<file path="src/verilog/touch_ctl_cfg.svh">
// Constants for the resistive touch matrix control block
`ifndef TOUCH_CTL_CFG_SVH
`define TOUCH_CTL_CFG_SVH
// Register byte addresses
`define TC_ADDR_CTRL 12'h000
`define TC_ADDR_ADCSEL 12'h004
`define TC_ADDR_STATUS 12'h008
`define TC_ADDR_STBY 12'h00C
// Control register field positions
`define TC_XP_POW 0
`define TC_XP_GND 1
`define TC_XN_POW 2
`define TC_XN_GND 3
`define TC_YP_POW 4
`define TC_YP_GND 5
`define TC_YN_POW 6
`define TC_YN_GND 7
`define TC_MODE_LSB 8
`define TC_BIAS_ENA 10
`define TC_REL_IE 11
`define TC_PRS_IE 12
`define TC_CTRL_W 13
// Reset values
`define TC_CTRL_RST 13'h0000
`define TC_ADCSEL_RST 2'h0
// Status bit positions
`define TC_ST_XP 0
`define TC_ST_XN 1
`define TC_ST_PRESS 2
`define TC_ST_REL_EV 3
`define TC_ST_PRS_EV 4
`define TC_ST_CONFLICT 5
`endif

</file>
<file path="src/verilog/touch_ctl_pkg.sv">
// Types for the resistive touch matrix control block
package touch_ctl_pkg;
  // Panel mode field
  typedef enum logic [1:0] {
    MODE_INTR = 2'b00,
    MODE_PRESS = 2'b01,
    MODE_POS_A = 2'b10,
    MODE_POS_B = 2'b11
  } panel_mode_t;
  // Converter input route
  typedef enum logic [2:0] {
    ROUTE_XP = 3'b000,
    ROUTE_XN = 3'b001,
    ROUTE_YP = 3'b010,
    ROUTE_YN = 3'b011,
    ROUTE_CUR = 3'b100
  } adc_route_t;
  // Switch state of one terminal
  typedef struct packed {
    logic pow;
    logic gnd;
  } term_sw_t;
  // Switch drive for all four terminals: [0]=x pos,[1]=x neg,[2]=y pos,[3]=y neg
  typedef struct packed {
    term_sw_t [3:0] term;
  } matrix_sw_t;
  // Analog control bundle
  typedef struct packed {
    logic active_bias_en;
    logic pullup_bias_en;
    adc_route_t route;
  } analog_ctl_t;
endpackage : touch_ctl_pkg

</file>
<file path="src/verilog/touch_matrix_ctrl.sv">
// Resistive touch panel switch matrix, mode decode and press detect logic
// Requirements behind this block
// Each terminal floats, powers or grounds per register
// Power and ground together: terminal is grounded
// Software powers X, grounds Y for interrupts
// Interrupt mode biases through pull-up resistor
// Touch detection keeps working in standby
// Schmitt outputs detect press, forwarded onward
// Release rising edge is enableable wake event
// Detectors sample filtered X terminal signals
// Any terminal selectable as converter input
// Bias and converter route follow mode field
// Software measures X then Y position
// Y measurement biases Y, senses X
// Pressure: bias one plate, ground other
// Plate resistance: other plate left floating
// Host syncs measurements to display quiet time
// Mode 00 intr, 01 pressure, 1x position
// Software disables active bias in interrupt mode
// Switch outputs registered, never power and ground
// Register map, byte addresses on the APB
//   0x000 control: power and ground requests per terminal in [7:0],
//         mode in [9:8], active bias enable in [10], release and
//         press event enables in [11] and [12], byte-laned writes
//   0x004 converter terminal select in [1:0]
//   0x008 status: synchronised X levels in [1:0], pressed in [2],
//         release and press events in [4:3] (write one to clear),
//         switch conflict in [5]
//   0x00C standby request in [0]
// Timing seen from the bus
//   No wait states; read data is captured in the setup cycle
//   A control write reaches the switch outputs one edge after it lands
//   A detector edge shows in status two edges later, press_det one more
// Hazards
//   Standby leaves the detect path running so a touch can wake the host
//   A double request never reaches a switch: ground wins in the decode
`timescale 1ns/100ps
`include "touch_ctl_cfg.svh"
module touch_matrix_ctrl (
  input wire logic pclk,
  input wire logic presetn,
  input wire logic psel,
  input wire logic penable,
  input wire logic pwrite,
  input wire logic [11:0] paddr,
  input wire logic [31:0] pwdata,
  input wire logic [3:0] pstrb,
  output logic [31:0] prdata,
  output logic pready,
  output logic pslverr,
  input wire logic x_pos_filt_schmitt,
  input wire logic x_neg_filt_schmitt,
  output touch_ctl_pkg::matrix_sw_t sw_ctl,
  output touch_ctl_pkg::analog_ctl_t analog_ctl,
  output logic standby,
  output logic press_det,
  output logic touch_wake
);
  // Control register and its next value
  logic [`TC_CTRL_W-1:0] ctrl_reg;
  logic [`TC_CTRL_W-1:0] ctrl_next;
  // Converter terminal select
  logic [1:0] adcsel_reg;
  // Standby request
  logic stby_reg;
  // Synchronisers for the Schmitt detector outputs
  logic [1:0] xp_sync_reg;
  logic [1:0] xn_sync_reg;
  // Previous pressed level, for edge detection
  logic press_prev_reg;
  // Sticky event flags
  logic rel_ev_reg;
  logic prs_ev_reg;
  // Registered switch drive and analog control
  touch_ctl_pkg::matrix_sw_t sw_reg;
  touch_ctl_pkg::analog_ctl_t ana_reg;
  // Combined decode
  touch_ctl_pkg::matrix_sw_t sw_next;
  touch_ctl_pkg::analog_ctl_t ana_next;
  touch_ctl_pkg::panel_mode_t mode;
  logic conflict;
  logic pressed;
  logic rel_edge;
  logic prs_edge;
  logic wr_en;
  logic rd_en;
  logic addr_ok;
  logic [31:0] rd_mux;

  // Resolve one terminal: ground wins on a double request
  function automatic touch_ctl_pkg::term_sw_t resolve(input logic pow, input logic gnd);
    touch_ctl_pkg::term_sw_t t;
    t.gnd = gnd;
    t.pow = pow & ~gnd;
    return t;
  endfunction : resolve

  // Merge byte lanes of a write into a register image
  function automatic logic [31:0] merge(input logic [31:0] old, input logic [31:0] wd,
                                        input logic [3:0] st);
    logic [31:0] r;
    r = old;
    for (int i = 0; i < 4; i++) begin
      if (st[i]) begin
        r[i*8 +: 8] = wd[i*8 +: 8];
      end
    end
    return r;
  endfunction : merge

  // Bus decode: zero-wait slave
  // A write lands at the access edge; the read mux is sampled one edge
  // earlier so the returned word is a flop, not a path through the mux
  // Unmapped addresses answer with an error and change nothing
  assign wr_en = psel & penable & pwrite;
  assign rd_en = psel & ~pwrite;
  always_comb begin
    // Known addresses only
    case (paddr)
      `TC_ADDR_CTRL, `TC_ADDR_ADCSEL, `TC_ADDR_STATUS, `TC_ADDR_STBY: addr_ok = 1'b1;
      default: addr_ok = 1'b0;
    endcase
  end
  assign pready = 1'b1;
  assign pslverr = psel & penable & ~addr_ok;

  // Next control value from a byte-enabled write
  always_comb begin
    logic [31:0] m;
    m = merge({{(32-`TC_CTRL_W){1'b0}}, ctrl_reg}, pwdata, pstrb);
    ctrl_next = m[`TC_CTRL_W-1:0];
  end

  // Control register write
  always_ff @(posedge pclk or negedge presetn) begin
    if (!presetn) begin
      ctrl_reg <= `TC_CTRL_RST;
    end else if (wr_en && paddr == `TC_ADDR_CTRL) begin
      ctrl_reg <= ctrl_next;
    end
  end

  // Converter terminal select register
  always_ff @(posedge pclk or negedge presetn) begin
    if (!presetn) begin
      adcsel_reg <= `TC_ADCSEL_RST;
    end else if (wr_en && paddr == `TC_ADDR_ADCSEL && pstrb[0]) begin
      adcsel_reg <= pwdata[1:0];
    end
  end

  // Standby register; does not touch the detect path
  always_ff @(posedge pclk or negedge presetn) begin
    if (!presetn) begin
      stby_reg <= 1'b0;
    end else if (wr_en && paddr == `TC_ADDR_STBY && pstrb[0]) begin
      stby_reg <= pwdata[0];
    end
  end

  // Switch matrix decode with conflict resolution
  always_comb begin
    sw_next.term[0] = resolve(ctrl_reg[`TC_XP_POW], ctrl_reg[`TC_XP_GND]);
    sw_next.term[1] = resolve(ctrl_reg[`TC_XN_POW], ctrl_reg[`TC_XN_GND]);
    sw_next.term[2] = resolve(ctrl_reg[`TC_YP_POW], ctrl_reg[`TC_YP_GND]);
    sw_next.term[3] = resolve(ctrl_reg[`TC_YN_POW], ctrl_reg[`TC_YN_GND]);
  end
  // Conflict seen on any terminal
  assign conflict = |{ctrl_reg[`TC_XP_POW] & ctrl_reg[`TC_XP_GND],
                      ctrl_reg[`TC_XN_POW] & ctrl_reg[`TC_XN_GND],
                      ctrl_reg[`TC_YP_POW] & ctrl_reg[`TC_YP_GND],
                      ctrl_reg[`TC_YN_POW] & ctrl_reg[`TC_YN_GND]};

  // Mode decode for bias source and converter route
  // The route defaults to the selected terminal and is overridden
  // only by the pressure mode
  assign mode = touch_ctl_pkg::panel_mode_t'(ctrl_reg[`TC_MODE_LSB +: 2]);
  always_comb begin
    ana_next.route = touch_ctl_pkg::adc_route_t'({1'b0, adcsel_reg});
    case (mode)
      touch_ctl_pkg::MODE_INTR: begin
        // Pull-up only; active bias held off whatever the enable says
        ana_next.pullup_bias_en = 1'b1;
        ana_next.active_bias_en = 1'b0;
      end
      touch_ctl_pkg::MODE_PRESS: begin
        // Active bias and current monitor input
        ana_next.pullup_bias_en = 1'b0;
        ana_next.active_bias_en = ctrl_reg[`TC_BIAS_ENA];
        ana_next.route = touch_ctl_pkg::ROUTE_CUR;
      end
      default: begin
        // Position: active bias and selected terminal
        ana_next.pullup_bias_en = 1'b0;
        ana_next.active_bias_en = ctrl_reg[`TC_BIAS_ENA];
      end
    endcase
  end

  // Registered switch and analog outputs
  // The switches see only resolved, registered values, so a decode
  // glitch can never short a terminal between supply and ground
  always_ff @(posedge pclk or negedge presetn) begin
    if (!presetn) begin
      sw_reg <= '0;
      ana_reg <= '0;
    end else begin
      sw_reg <= sw_next;
      ana_reg <= ana_next;
    end
  end

  // Synchronise filtered Schmitt outputs; no standby gating
  // Reset to the idle high level so release of reset shows no false press
  // Only the second stage is read anywhere else in the block
  always_ff @(posedge pclk or negedge presetn) begin
    if (!presetn) begin
      xp_sync_reg <= 2'b11;
      xn_sync_reg <= 2'b11;
    end else begin
      xp_sync_reg <= {xp_sync_reg[0], x_pos_filt_schmitt};
      xn_sync_reg <= {xn_sync_reg[0], x_neg_filt_schmitt};
    end
  end

  // Press when either X terminal falls low, only in interrupt mode
  // Outside interrupt mode the X plate carries measurement voltages,
  // so its level says nothing about a touch and is ignored
  assign pressed = (mode == touch_ctl_pkg::MODE_INTR) &
                   ~(xp_sync_reg[1] & xn_sync_reg[1]);
  assign rel_edge = press_prev_reg & ~pressed;
  assign prs_edge = ~press_prev_reg & pressed;

  // Edge history
  always_ff @(posedge pclk or negedge presetn) begin
    if (!presetn) begin
      press_prev_reg <= 1'b0;
    end else begin
      press_prev_reg <= pressed;
    end
  end

  // Sticky events: set wins over write-one-to-clear
  // A clear written in the cycle of a new edge loses, so no event is
  // missed by software that clears and then sleeps
  // A disabled source never sets its flag at all
  always_ff @(posedge pclk or negedge presetn) begin
    if (!presetn) begin
      rel_ev_reg <= 1'b0;
      prs_ev_reg <= 1'b0;
    end else begin
      if (rel_edge && ctrl_reg[`TC_REL_IE]) begin
        rel_ev_reg <= 1'b1;
      end else if (wr_en && paddr == `TC_ADDR_STATUS && pwdata[`TC_ST_REL_EV]) begin
        rel_ev_reg <= 1'b0;
      end
      if (prs_edge && ctrl_reg[`TC_PRS_IE]) begin
        prs_ev_reg <= 1'b1;
      end else if (wr_en && paddr == `TC_ADDR_STATUS && pwdata[`TC_ST_PRS_EV]) begin
        prs_ev_reg <= 1'b0;
      end
    end
  end

  // Read mux
  // Unused bits read as zero; status bits are live levels apart
  // from the two sticky events
  always_comb begin
    rd_mux = 32'h0000_0000;
    case (paddr)
      `TC_ADDR_CTRL: rd_mux[`TC_CTRL_W-1:0] = ctrl_reg;
      `TC_ADDR_ADCSEL: rd_mux[1:0] = adcsel_reg;
      `TC_ADDR_STATUS: begin
        rd_mux[`TC_ST_XP] = xp_sync_reg[1];
        rd_mux[`TC_ST_XN] = xn_sync_reg[1];
        rd_mux[`TC_ST_PRESS] = pressed;
        rd_mux[`TC_ST_REL_EV] = rel_ev_reg;
        rd_mux[`TC_ST_PRS_EV] = prs_ev_reg;
        rd_mux[`TC_ST_CONFLICT] = conflict;
      end
      `TC_ADDR_STBY: rd_mux[0] = stby_reg;
      default: rd_mux = 32'h0000_0000;
    endcase
  end

  // Registered read data, captured in the setup cycle
  // Held until the next read setup, so a slow master still sees it
  // in the access phase
  always_ff @(posedge pclk or negedge presetn) begin
    if (!presetn) begin
      prdata <= 32'h0000_0000;
    end else if (rd_en && !penable) begin
      prdata <= rd_mux;
    end
  end

  // Outputs
  assign sw_ctl = sw_reg;
  assign analog_ctl = ana_reg;
  assign standby = stby_reg;
  assign press_det = press_prev_reg;
  assign touch_wake = rel_ev_reg | prs_ev_reg;
endmodule : touch_matrix_ctrl

</file>
<file path="config.mk">
export PLATFORM = sky130hd
export DESIGN_NAME = touch_matrix_ctrl
export DESIGN_NICKNAME = d
export VERILOG_FILES = /design/src/verilog/touch_ctl_pkg.sv /design/src/verilog/touch_matrix_ctrl.sv
export VERILOG_INCLUDE_DIRS = /design/src /design/src/verilog
export SDC_FILE = /design/constraint.sdc
export NUM_CORES = 1
export LEC_CHECK = 0
export BUFFER_PORTS_ARGS = -buffer_cell sky130_fd_sc_hd__clkbuf_2
export CAP_MARGIN = 20
export CELL_PAD_IN_SITES_DETAIL_PLACEMENT = 2
export CELL_PAD_IN_SITES_GLOBAL_PLACEMENT = 2
export CORE_MARGIN = 8
export CORE_UTILIZATION = 28
export DETAILED_ROUTE_END_ITERATION = 8
export PLACE_DENSITY = 0.9
export SLEW_MARGIN = 20
export SYNTH_ARGS = -nofsm -noshare
export SYNTH_HDL_FRONTEND = slang
export SYNTH_SLANG_ARGS = --single-unit
</file>
<file path="constraint.sdc">
create_clock -name pclk -period 1.55 [get_ports pclk]
set_clock_uncertainty 0.2 [all_clocks]
set_input_delay 0 -clock pclk [delete_from_list [all_inputs] [get_ports pclk]]
set_output_delay 0 -clock pclk [all_outputs]
set_load 0.01 [all_outputs]
</file>
After elaboration in Yosys (flattened, before gate mapping)
Index checks and enable logic that the tools add are counted.
{ "word_totals": {"reg_bits": 49, "wordCells": 82, "n_memories": 0, "mem_bits_ro": 0, "output_inout_bits": 50, "latchBits": 0, "mem_bits_rw": 0, "in_bits": 55} }
{ "classes": {"n_shift": 0, "n_mux": 11, "addsub": 0, "n_bitwise": 26, "n_eq_ne": 4, "reduce_logical": 20, "n_lt_le_gt_ge": 0, "div_mod_pow": 0, "n_mul": 0} }
{ "ops": {"columns": ["operator", "n"], "rows": [
  ["$eq A12 B4 Y1 const B", 2],
  ["$and A1 B1 Y1", 16],
  ["$eq A12 B3 Y1 const B", 1],
  ["$logic_not A12 Y1", 1],
  ["$logic_and A1 B1 Y1", 11],
  ["$not A1 Y1", 9],
  ["$pmux W4 S2", 1],
  ["$reduce_or A4 Y1", 2],
  ["$mux W7", 1],
  ["$mux W1", 5],
  ["$pmux W1 S4", 1],
  ["$reduce_and A2 Y1", 2],
  ["$reduce_bool A2 Y1", 2],
  ["$mux W3", 1],
  ["$pmux W1 S3", 1],
  ["$eq A2 B1 Y1 const B", 1],
  ["$logic_not A2 Y1", 1],
  ["$mux W2", 1],
  ["$logic_not A1 Y1", 1],
  ["$or A1 B1 Y1", 1]
]} }

Logic depth before layout (Yosys ltp)
Gate-level depths: netlist of run 1.
{ "depth": {"word_depth": 7, "ltp_mapped": 5, "mapped_depth_nobuf": 4} }

Worst setup path before layout of run 1
No wires, ideal clock.
{ "synth_path": {"kind": "in2reg", "startpoint": "input port paddr[1]", "endpoint": "register ctrl_reg[0]", "arrival_time_ns": 1.465, "n_path_buf": 0, "path_stages": 4, "slack_ns": -0.240, "path_cell_list": "nor4_2 -> nand3_4 -> nor4_4 -> mux2_2"} }
{ "synth_via": {"elab_chain_len": 3} }
{ "synth_lines": {"columns": ["element", "line", "rtl"], "rows": [
  ["start: declaration", "touch_matrix_ctrl.sv:45", "input wire logic [11:0] paddr,"],
  ["$logic_not A12 Y1", null, null],
  ["$logic_and A1 B1 Y1 (no source line)", null, null],
  ["$reduce_and A2 Y1 (no source line)", null, null],
  ["end signal: assignment", "touch_matrix_ctrl.sv:137", "ctrl_reg <= `TC_CTRL_RST;"],
  ["end signal: assignment", "touch_matrix_ctrl.sv:139", "ctrl_reg <= ctrl_next;"],
  ["end: declaration", "touch_matrix_ctrl.sv:60", "logic [`TC_CTRL_W-1:0] ctrl_reg;"]
]} }
No other way between the ends.
A chain may end at the register's enable or synchronous reset.

Final worst setup path of run 1
{ "layout_path": {"startpoint": "input port paddr[7]", "endpoint": "register ctrl_reg[9]"} }
Same word-level chain as after synthesis.

==> key figures, run 1 <==
Outcome
  – Status: finished, final reports clean

Logic synthesis
  – Dominant cell type by area after synthesis: dfrtp_1
  – Dominant synthesized flop cell: dfrtp_1
  – Synth cell types: 38
  – Number of synthesis warnings: 0
  – Syn avg cell area: 13.4 um^2
  – Cell Area, Synth: 2090 um^2
  – Syn Inst Count: 156
  – Seq/Total Area, Yosys: 0.588
  – Ys async rst share: 1.00
  – FF+latch count, synth: ~50
  – Post-synth EDFFs: 0
  – Largest cells by area after synthesis: dfrtp_1, mux2_2, buf_4, dfstp_2, nor4_4
  – Synth top area share: 0.538

Finish
  – Diodes inserted: 0
  – Fin nets: 312
  – Area delta synth->final: 38.9%
  – Most common cell after layout, fill and taps aside: clkbuf_2
  – Final non-filler cell total: 357
  – Share of layout cells above drive strength 1: 0.461
  – Commonest non-fill, non-tap cells in the layout: clkbuf_2, dfrtp_1, dlygate4sd3_1, conb_1
  – Final Cell Area: between 2000 and 3000 um^2

Pwr
  – Cell internal pwr: 0.00179 W
  – Clock share of power: 0.356
  – Sw power: approximately 0.00055 W
  – Power per cell area: 805 nW/um^2
  – Combinational share of power: 0.091
  – Final Power: between 0.002 and 0.0025 W
  – Sequential Power Share: 0.553
  – Pleak: about 1.5 nW
  – Switch share: 0.236
  – Worst VDD drop: approximately 0.37 mV

Detailed routing
  – Drt initial violations: 66
  – # DRC: 0
  – Routed Antenna Nets: 0
  – Post-DR vias/cell: around 4.4
  – Drt pass-1 iters: 4
  – Via count: 1565
  – DR WL/cell: about 19 um
  – Final wirelength: around 6700 um

GRT
  – Gr usage total: 0.134
  – Initial antenna violation count: 0
  – Gr ovfl total: 0
  – Largest net degree at the start of global routing: 27
  – Vias in the first global route: 1870
  – Global-route wire length before repair: roughly 11000 um

Place
  – Post-DP HPWL: between 5000 and 6000 um
  – GPL Wtd Cong: around 0.8
  – Placed cell area: roughly 2600 um^2
  – I/O Buffers: 63
  – Placed cells: 328

Setup path
  – Worst EP required: approximately 1.5 ns
  – Cell chain of the critical path: clkbuf_2 > nor4_4 > nand3_4 > nor4_4 > buf_4 > mux2_2
  – Worst Setup End Kind: flip-flop
  – Reg2reg end: prdata[2]$_DFFE_PN0P_
  – R2R Path Start: xn_sync_reg[1]$_DFF_PN1_
  – Worst path max stage delay: 0.35 ns
  – Crit path DAT: between 1 and 1.5 ns
  – Worst path slowest cell: nor4_4
  – Setup crit start kind: input port
  – Critical Path Fanout Max: 5
  – Worst reg2reg path depth: 3
  – Flop-to-flop setup slack: ~0.11 ns
  – CP most frequent cell: nor4_4
  – Setup CP Type: in -> reg

Clocking
  – Clock Sinks: around 50
  – CTS Hold Bufs: 21
  – # H-tree levels: 2
  – CTS tree: done
  – Clock Tree Buf Depth: 2
  – Clk_lat worst skew: a little over 0.3 ns
  – Post_cts resized: 0
  – CTS Root Cell: clkbuf_8
  – Clk slew on worst S/H paths: 0.09 ns
  – Cts bufs inserted: 5
  – Post-CTS Setup Bufs: 0

STA
  – Final Max Slew Viols: 0
  – RSZ-0062 raised after global routing: no
  – Worst-Margin Slew: between 0.5 and 0.6 ns
  – Setup TNS Final: 0 ns
  – Final period util: 0.930
  – Tmin final: approximately 1.4 ns
  – Max Fclk: 694 MHz
  – Final setup viols: 0
  – Fin. Hold Viols: 0
  – Slew headroom: 0.628

Hold path
  – Hold_sp: paddr[10]
  – Min-delay worst type: in -> reg
  – Hold Path Sink: prdata[5]$_DFFE_PN0P_
  – Hold Path Depth: 5

Run
  – Max cap viols: 0

Floorplanning
  – Starting density of the core: 0.289
  – Chip width: 102 um
  – IO Count: between 100 and 150
  – Core area: slightly above 7000 um^2
  – Die H: 102 um
  – Row Count: 31
  – Die footprint: roughly 10000 um^2
==> logic make-up after synthesis <==
kind of cell / Yosys count / share of synthesized area
DFF: 49 / 0.588
buffers and inverters: 27 / 0.0843
muxes: 18 / 0.102
other: 2 / 0.00359
and+or+nand+nor: 40 / 0.142
AOI/OAI and AO/OA: 20 / 0.0801
==> Yosys cell counts, types with 2 or more instances <==
| library cell | instances |
|---|---|
| dfrtp_1 | 45 |
| nor2_1 | 4 |
| dfstp_2 | 4 |
| nand3_1 | 2 |
| and2_0 | 3 |
| inv_1 | 3 |
| and2_1 | 2 |
| a22o_1 | 7 |
| clkbuf_1 | 4 |
| nor4_2 | 2 |
| nand2_1 | 7 |
| nor4_4 | 3 |
| conb_1 | 2 |
| o21ai_0 | 2 |
| mux2_2 | 16 |
| nand4_1 | 2 |
| buf_4 | 20 |
| a221o_1 | 3 |
| nor2b_1 | 6 |
==> critical path: cells and delay by family <==
kind                   cells  cell delay, ns
buffers and inverters      2            0.31
muxes                      1            0.34
and+or+nand+nor            3            0.78
==> worst max path at each step <==
stage / cells after the start / endpoint / start / slack, ns
2_1_floorplan: 4 / ctrl_reg[0]$_DFFE_PN0P_ / paddr[7] / -0.06
3_3_place_gp: 6 / ctrl_reg[12]$_DFFE_PN0P_ / paddr[7] / -0.11
3_5_place_dp: 6 / standby$_DFFE_PN0P_ / paddr[7] / -0.19
4_1_cts: 3 / adcsel_reg[0]$_DFFE_PN0P_ / presetn / 0.09
5_1_grt: 3 / adcsel_reg[0]$_DFFE_PN0P_ / presetn / 0.02
6_report: 6 / ctrl_reg[9]$_DFFE_PN0P_ / paddr[7] / 0.11
==> layer usage <==
metal | GRT usage | share of wire | wire (um) | vias up
met2 | 0.247 | 0.53 | 3550 | 48
met4 | 0.0339 | 0.0088 | 59 | 0
met1 | 0.144 | 0.40 | 2690 | 799
met3 | 0.0402 | 0.059 | 394 | 6
li1 | - | - | - | 712
met5 | 0 | 0 | 0 | -
==> per-stage QoR <==
| step | hold slack [ns] | utilization | setup WS, ns |
|---|---|---|---|
| finish | 0.00346 | 0.401 | 0.108 |
| global route | 0.0201 | 0.401 | 0.0157 |
| CTS | -0.0112 | 0.401 | 0.0939 |
| detailed placement | -0.270 | 0.358 | -0.193 |
| global placement | -0.284 | 0.358 | -0.114 |
| floorplan | -0.496 | - | -0.0614 |
==> layout make-up <==
| type | instances | area, um^2 |
|---|---|---|
| Tap cell | 99 | 124 |
| Multi-Input combinational cell | 98 | 781 |
| Clock buffer | 7 | 96.3 |
| Clock inverter | 1 | 5.00 |
| Sequential cell | 49 | 1230 |
| Timing Repair Buffer | 100 | 658 |
| Fill cell | 786 | 4350 |
| Inverter | 3 | 11.3 |
==> power groups by stage <==
stage	Combinational, W	Clock [W]	Sequential [W]
floorplan	0.0000983	0	0.00132
CTS	0.000213	0.000869	0.00129
detailed placement	0.000170	0	0.00132
global placement	0.000162	0	0.00132
global route	0.000233	0.000912	0.00129
finish	0.000213	0.000832	0.00129
Power figures use the tool's default switching activity.
==> run 2, diff against run 1 <==
--- a/config.mk
+++ b/config.mk
@@ -8,12 +8,10 @@
 export LEC_CHECK = 0
 export BUFFER_PORTS_ARGS = -buffer_cell sky130_fd_sc_hd__clkbuf_2
 export CAP_MARGIN = 20
-export CELL_PAD_IN_SITES_DETAIL_PLACEMENT = 2
-export CELL_PAD_IN_SITES_GLOBAL_PLACEMENT = 2
 export CORE_MARGIN = 8
-export CORE_UTILIZATION = 28
+export CORE_UTILIZATION = 39
 export DETAILED_ROUTE_END_ITERATION = 8
-export PLACE_DENSITY = 0.9
+export PLACE_DENSITY = 0.8
 export SLEW_MARGIN = 20
 export SYNTH_ARGS = -nofsm -noshare
 export SYNTH_HDL_FRONTEND = slang
==> key figures, run 2 (synthesis results as in run 1) <==
STA
  – Final Max Slew Viols: 0 (unchanged)
  – Max Fclk: 706 MHz (+1.7%)
  – Tmin final: 1.42 ns (-0.0245 ns)
  – Final worst slack: 0.133 ns (+0.0245 ns)
  – Final period util: 0.914 (-0.0158)
  – RSZ-0062 raised after global routing: no
  – Fin. Hold Viols: 0 (unchanged)
  – Final setup viols: 0 (unchanged)
  – Hold slack: 0.0192 ns (+0.0157 ns)

Finish
  – Share of layout cells above drive strength 1: 0.461 (about the same)
  – Commonest non-fill, non-tap cells in the layout: clkbuf_2, dfrtp_1, conb_1, dlygate4sd3_1, mux2_2
  – Final non-filler cell total: 326 (-8.7%)
  – Final Util: 0.555 (+0.154)
  – Fin nets: 310 (-0.64%)
  – Diodes inserted: 0 (unchanged)
  – Area delta synth->final: 36.3%
  – # fillers: 458 (-42%)
  – Most common cell after layout, fill and taps aside: clkbuf_2

GRT
  – GRT met2 Usage: 0.223 (-0.0239)
  – Gr usage total: 0.131 (-0.00294)
  – Global-route wire length before repair: 7900 um (-25%)
  – Most Used Layer, Global Route: met2
  – Vias in the first global route: 1613 (-14%)
  – Largest net degree at the start of global routing: 50 (+85%)
  – Gr ovfl total: 0 (unchanged)
  – Initial antenna violation count: 0 (unchanged)
  – Met1 Use GR: 0.158 (+0.0134)
  – Met3 GRT Util: 0.0358 (-0.00435)

Outcome
  – Status: finished, final reports clean

Clocking
  – Clk slew on worst S/H paths: 0.09 ns (about the same)
  – Clock Tree Buf Depth: 2 (unchanged)
  – Post_cts resized: 0 (unchanged)
  – # H-tree levels: 2 (unchanged)
  – CTS tree: done
  – CTS Root Cell: clkbuf_8
  – Cts bufs inserted: 5 (unchanged)
  – Post-CTS Setup Bufs: 0 (unchanged)
  – Clk_lat worst skew: 0.30 ns (about the same)
  – Clock Sinks: 49 (unchanged)

Setup path
  – Crit path DAT: 1.44 ns (about the same)
  – Worst path max stage delay: 0.54 ns (+0.19 ns)
  – Cell chain of the critical path: clkbuf_2 > nor4_4 > buf_4 > dlygate4sd3_1 > nand4_1 > o21ai_0
  – Setup crit start kind: input port
  – Setup CP Type: in -> reg
  – Worst Setup End Kind: flip-flop
  – Flop-to-flop setup slack: 0.14 ns (+0.03 ns)
  – Buf/Inv on CP: 3 (+1)
  – Worst EP required: 1.57 ns (+0.03 ns)
  – Crit-path leading delay family: buffers and inverters
  – Worst path slowest cell: dlygate4sd3_1
  – Critical Path Fanout Max: 3 (-2)

Place
  – Placed cells: 298 (-9.1%)
  – Pre-CTS setup slack: -0.201 ns (-0.00767 ns)
  – GPL Wtd Cong: 0.769 (-4.0%)
  – Post-DP HPWL: 3910 um (-25%)
  – I/O Buffers: 63 (unchanged)

Floorplanning
  – Starting density of the core: 0.407 (+0.119)
  – Core area: 5140 um^2 (-29%)
  – Chip width: 89.3 um (-13%)
  – Row Count: 26 (-16%)
  – IO Count: 105 (unchanged)
  – Die H: 89.3 um (-13%)
  – Die footprint: 7970 um^2 (-24%)

Detailed routing
  – Routed Antenna Nets: 0 (unchanged)
  – Via count: 1514 (-3.3%)
  – Drt pass-1 iters: 4 (unchanged)
  – # DRC: 0 (unchanged)
  – Drt initial violations: 30 (-55%)
  – DR WL/cell: 15.6 um (-17%)
  – Post-DR vias/cell: 4.64 (+5.9%)
  – Final wirelength: 5080 um (-24%)

Pwr
  – Power per cell area: 805 nW/um^2 (about the same)
  – Worst VDD drop: 0.557 mV (+51%)
  – Pleak: 1.47 nW (-0.61%)

Hold path
  – Min-delay worst type: in -> async

Run
  – Max cap viols: 0 (unchanged)
-- run 2: per-stage QoR --
stage	power [W]	cell area, um^2	setup TNS (ns)
5_1_grt	0.00238	2850	0
2_1_floorplan	0.00142	2190	-0.754
3_5_place_dp	0.00148	2550	-4.05
3_3_place_gp	0.00148	2550	-2.83
6_report	0.00230	2850	0
4_1_cts	0.00231	2850	0
-- run 2: path summary, 6_finish.rpt --
check,cells past startpoint,start,to
setup / recovery,6,paddr[7],prdata[0]$_DFFE_PN0P_
hold / removal,3,presetn,sw_ctl[0]$_DFF_PN0_
setup reg to reg,3,ctrl_reg[0]$_DFFE_PN0P_,prdata[0]$_DFFE_PN0P_
hold reg to reg,0,xn_sync_reg[0]$_DFF_PN1_,xn_sync_reg[1]$_DFF_PN1_
max in group asynchronous,3,presetn,xn_sync_reg[1]$_DFF_PN1_
min in group pclk,5,paddr[8],prdata[5]$_DFFE_PN0P_
-- run 2: timing repair --
item | in CTS | in global routing
hold buffers | 20 | 0
hold endpoints to repair | 71 | 0
setup endpoints to repair | 0 | 0
-- run 2: final cells by class --
cell class	instances	area, um^2	share of cell area
clock inverters	1	5.00	0.00175
multi-input cells	98	781	0.274
inverters	3	11.3	0.00395
repair buffers	98	641	0.225
well taps	70	87.6	0.0307
clock buffers	7	96.3	0.0338
flip-flops and latches	49	1230	0.432
-- run 2: report_power, final --
group / switching (W) / internal [W] / leakage (nW)
combinational: 0.000111 / 0.0000897 / 0.757
sequential: 0.00000397 / 0.00129 / 0.657
clock: 0.000400 / 0.000404 / 0.0542
total: 0.000515 / 0.00178 / 1.47
-- run 2: tightest hold or removal path, delay by kind of cell --
family                 cells  cell delay, ns
buffers and inverters      3            0.90
-- run 2: layer usage --
metal / wire, um / share of wire
met1: 2080 / 0.41
met2: 2550 / 0.50
met3: 415 / 0.082
met4: 33 / 0.0065
met5: 0 / 0
==> run 3, diff against run 2 <==
--- a/config.mk
+++ b/config.mk
@@ -9,9 +9,9 @@
 export BUFFER_PORTS_ARGS = -buffer_cell sky130_fd_sc_hd__clkbuf_2
 export CAP_MARGIN = 20
 export CORE_MARGIN = 8
-export CORE_UTILIZATION = 39
+export CORE_UTILIZATION = 45
 export DETAILED_ROUTE_END_ITERATION = 8
-export PLACE_DENSITY = 0.8
+export PLACE_DENSITY = 0.89
 export SLEW_MARGIN = 20
 export SYNTH_ARGS = -nofsm -noshare
 export SYNTH_HDL_FRONTEND = slang
==> key figures, run 3 (synthesis results as in run 1) <==
Pwr
  – Power per cell area: 860 nW/um^2 (+6.9%)
  – Worst VDD drop: 0.603 mV (+8.1%)
  – Final Power: 0.00243 W (+5.8%)
  – Clock share of power: 0.385 (+0.035)
  – Cell internal pwr: 0.00190 W (+6.8%)
  – Sw power: 0.000528 W (+2.6%)
  – Combinational share of power: 0.083 (-0.004)
  – Switch share: 0.217 (-0.00688)
  – Sequential Power Share: 0.532 (-0.031)
  – Pleak: 1.45 nW (-1.0%)

STA
  – Max Fclk: 679 MHz (-3.7%)
  – Final setup viols: 0 (unchanged)
  – RSZ-0062 raised after global routing: no
  – Worst-Margin Slew: approximately 0.54 ns
  – Slew headroom: 0.638
  – Final Max Slew Viols: 0 (unchanged)
  – Fin. Hold Viols: 0 (unchanged)
  – Tmin final: 1.47 ns (+0.0546 ns)
  – Final period util: 0.949 (+0.0352)
  – Hold slack: 0.0157 ns (-0.00348 ns)

Floorplanning
  – IO Count: 105 (unchanged)
  – Row Count: 25 (-3.8%)
  – Core area: 4600 um^2 (-11%)
  – Die H: 84.2 um (-5.7%)
  – Starting density of the core: 0.455 (+0.0480)
  – Die footprint: 7090 um^2 (-11%)
  – Chip width: 84.2 um (-5.7%)

Run
  – Max cap viols: 0 (unchanged)

Clocking
  – Cts bufs inserted: 5 (unchanged)
  – Clk slew on worst S/H paths: 0.09 ns (about the same)
  – Clock Tree Buf Depth: 2 (unchanged)
  – CTS tree: done
  – CTS Root Cell: clkbuf_8
  – Clock Sinks: 49 (unchanged)
  – Clk_lat worst skew: 0.30 ns (about the same)
  – # H-tree levels: 2 (unchanged)

Finish
  – # fillers: 380 (-17%)
  – Share of layout cells above drive strength 1: 0.462 (+0.00151)
  – Diodes inserted: 0 (unchanged)
  – Final non-filler cell total: 307 (-5.8%)
  – Most common cell after layout, fill and taps aside: clkbuf_2
  – Final Util: 0.614 (+0.0591)
  – Multi-input logic area: 781 um^2 (unchanged)
  – Fin nets: 307 (-0.97%)
  – Commonest non-fill, non-tap cells in the layout: clkbuf_2, dfrtp_1, conb_1, dlygate4sd3_1, mux2_2
  – Area delta synth->final: 34.9%
  – Final Cell Area: 2820 um^2 (-1.0%)
  – FF+latch area: 1230 um^2 (unchanged)

Outcome
  – Status: finished, final reports clean

GRT
  – Initial antenna violation count: 0 (unchanged)
  – Global-route wire length before repair: 8800 um (+11%)
  – Gr usage total: 0.151 (+0.0205)
  – Gr ovfl total: 0 (unchanged)
  – Vias in the first global route: 1739 (+7.8%)
  – Largest net degree at the start of global routing: 23 (-54%)

Place
  – Post-DP HPWL: 3970 um (+1.5%)
  – Placed cell area: 2520 um^2 (-1.1%)
  – Placed cells: 281 (-5.7%)
  – I/O Buffers: 63 (unchanged)
  – GPL Wtd Cong: 0.801 (+4.2%)

Detailed routing
  – Drt initial violations: 60 (+100%)
  – Post-DR vias/cell: 5.03 (+8.3%)
  – Drt pass-1 iters: 4 (unchanged)
  – Routed Antenna Nets: 0 (unchanged)
  – DR WL/cell: 16.8 um (+7.9%)
  – Final wirelength: 5170 um (+1.7%)
  – # DRC: 0 (unchanged)
  – Via count: 1544 (+2.0%)

Hold path
  – Min-delay worst type: in -> async

Setup path
  – R2R Path Start: ctrl_reg[0]$_DFFE_PN0P_
  – Worst path slowest cell: mux4_2
  – Levels on crit path: 3 (-3)
  – Worst EP required: 1.52 ns (-0.05 ns)
  – Setup CP Type: reg -> reg
  – Worst path max stage delay: 0.48 ns (-0.06 ns)
  – Crit-path leading delay family: multiplexers
  – CP startpoint: ctrl_reg[0]$_DFFE_PN0P_
  – Buf/Inv on CP: 0 (-3)
  – Worst reg2reg path depth: 3 (unchanged)
  – Worst Setup End Kind: flip-flop
  – Crit path DAT: 1.44 ns (about the same)
  – Setup crit start kind: flip-flop
  – Critical Path Fanout Max: 4 (+1)
  – Cell chain of the critical path: mux4_2 > nand4_1 > o21ai_0
  – Flop-to-flop setup slack: 0.08 ns (-0.06 ns)
run 3: what timing repair did:
action,4_1_cts,5_1_grt
endpoints found under the setup margin,0,0
gates resized for setup,0,0
buffers inserted,0,0
endpoints found under the hold margin,71,0
hold buffers,18,0
run 3: per-layer routing:
metal  routed length, um  global-route usage
met1                2040               0.180
met2                2650               0.252
met3                 437              0.0610
met4                  42              0.0283
met5                   0                   0
run 3: final timing paths:
path	endpoint
hold / removal	sw_ctl[5]$_DFF_PN0_
max in group asynchronous	prdata[4]$_DFFE_PN0P_
setup / recovery	prdata[0]$_DFFE_PN0P_
min in group pclk	prdata[5]$_DFFE_PN0P_
hold reg to reg	xp_sync_reg[1]$_DFF_PN1_
setup reg to reg	prdata[0]$_DFFE_PN0P_
run 3: power by group through the flow:
stage | combinational, W | clock, W | sequential [W]
2_1_floorplan | 0.0000983 | 0 | 0.00132
3_3_place_gp | 0.000162 | 0 | 0.00132
3_5_place_dp | 0.000165 | 0 | 0.00132
4_1_cts | 0.000202 | 0.000954 | 0.00129
5_1_grt | 0.000223 | 0.00101 | 0.00129
6_report | 0.000203 | 0.000935 | 0.00129
run 3: final cells by class:
type                            count  share of cell area
Sequential cell                    49               0.436
Timing Repair Buffer               95               0.217
Tap cell                           54              0.0239
Inverter                            3             0.00399
Multi-Input combinational cell     98               0.276
Clock buffer                        6              0.0292
Clock inverter                      2              0.0133
run 3: per-stage QoR:
| step | setup slack (ns) | setup TNS [ns] |
|---|---|---|
| floorplan | -0.0614 | -0.754 |
| global placement | -0.100 | -1.49 |
| detailed placement | -0.161 | -2.58 |
| CTS | 0.0885 | 0 |
| global route | 0.0552 | 0 |
| finish | 0.0783 | 0 |
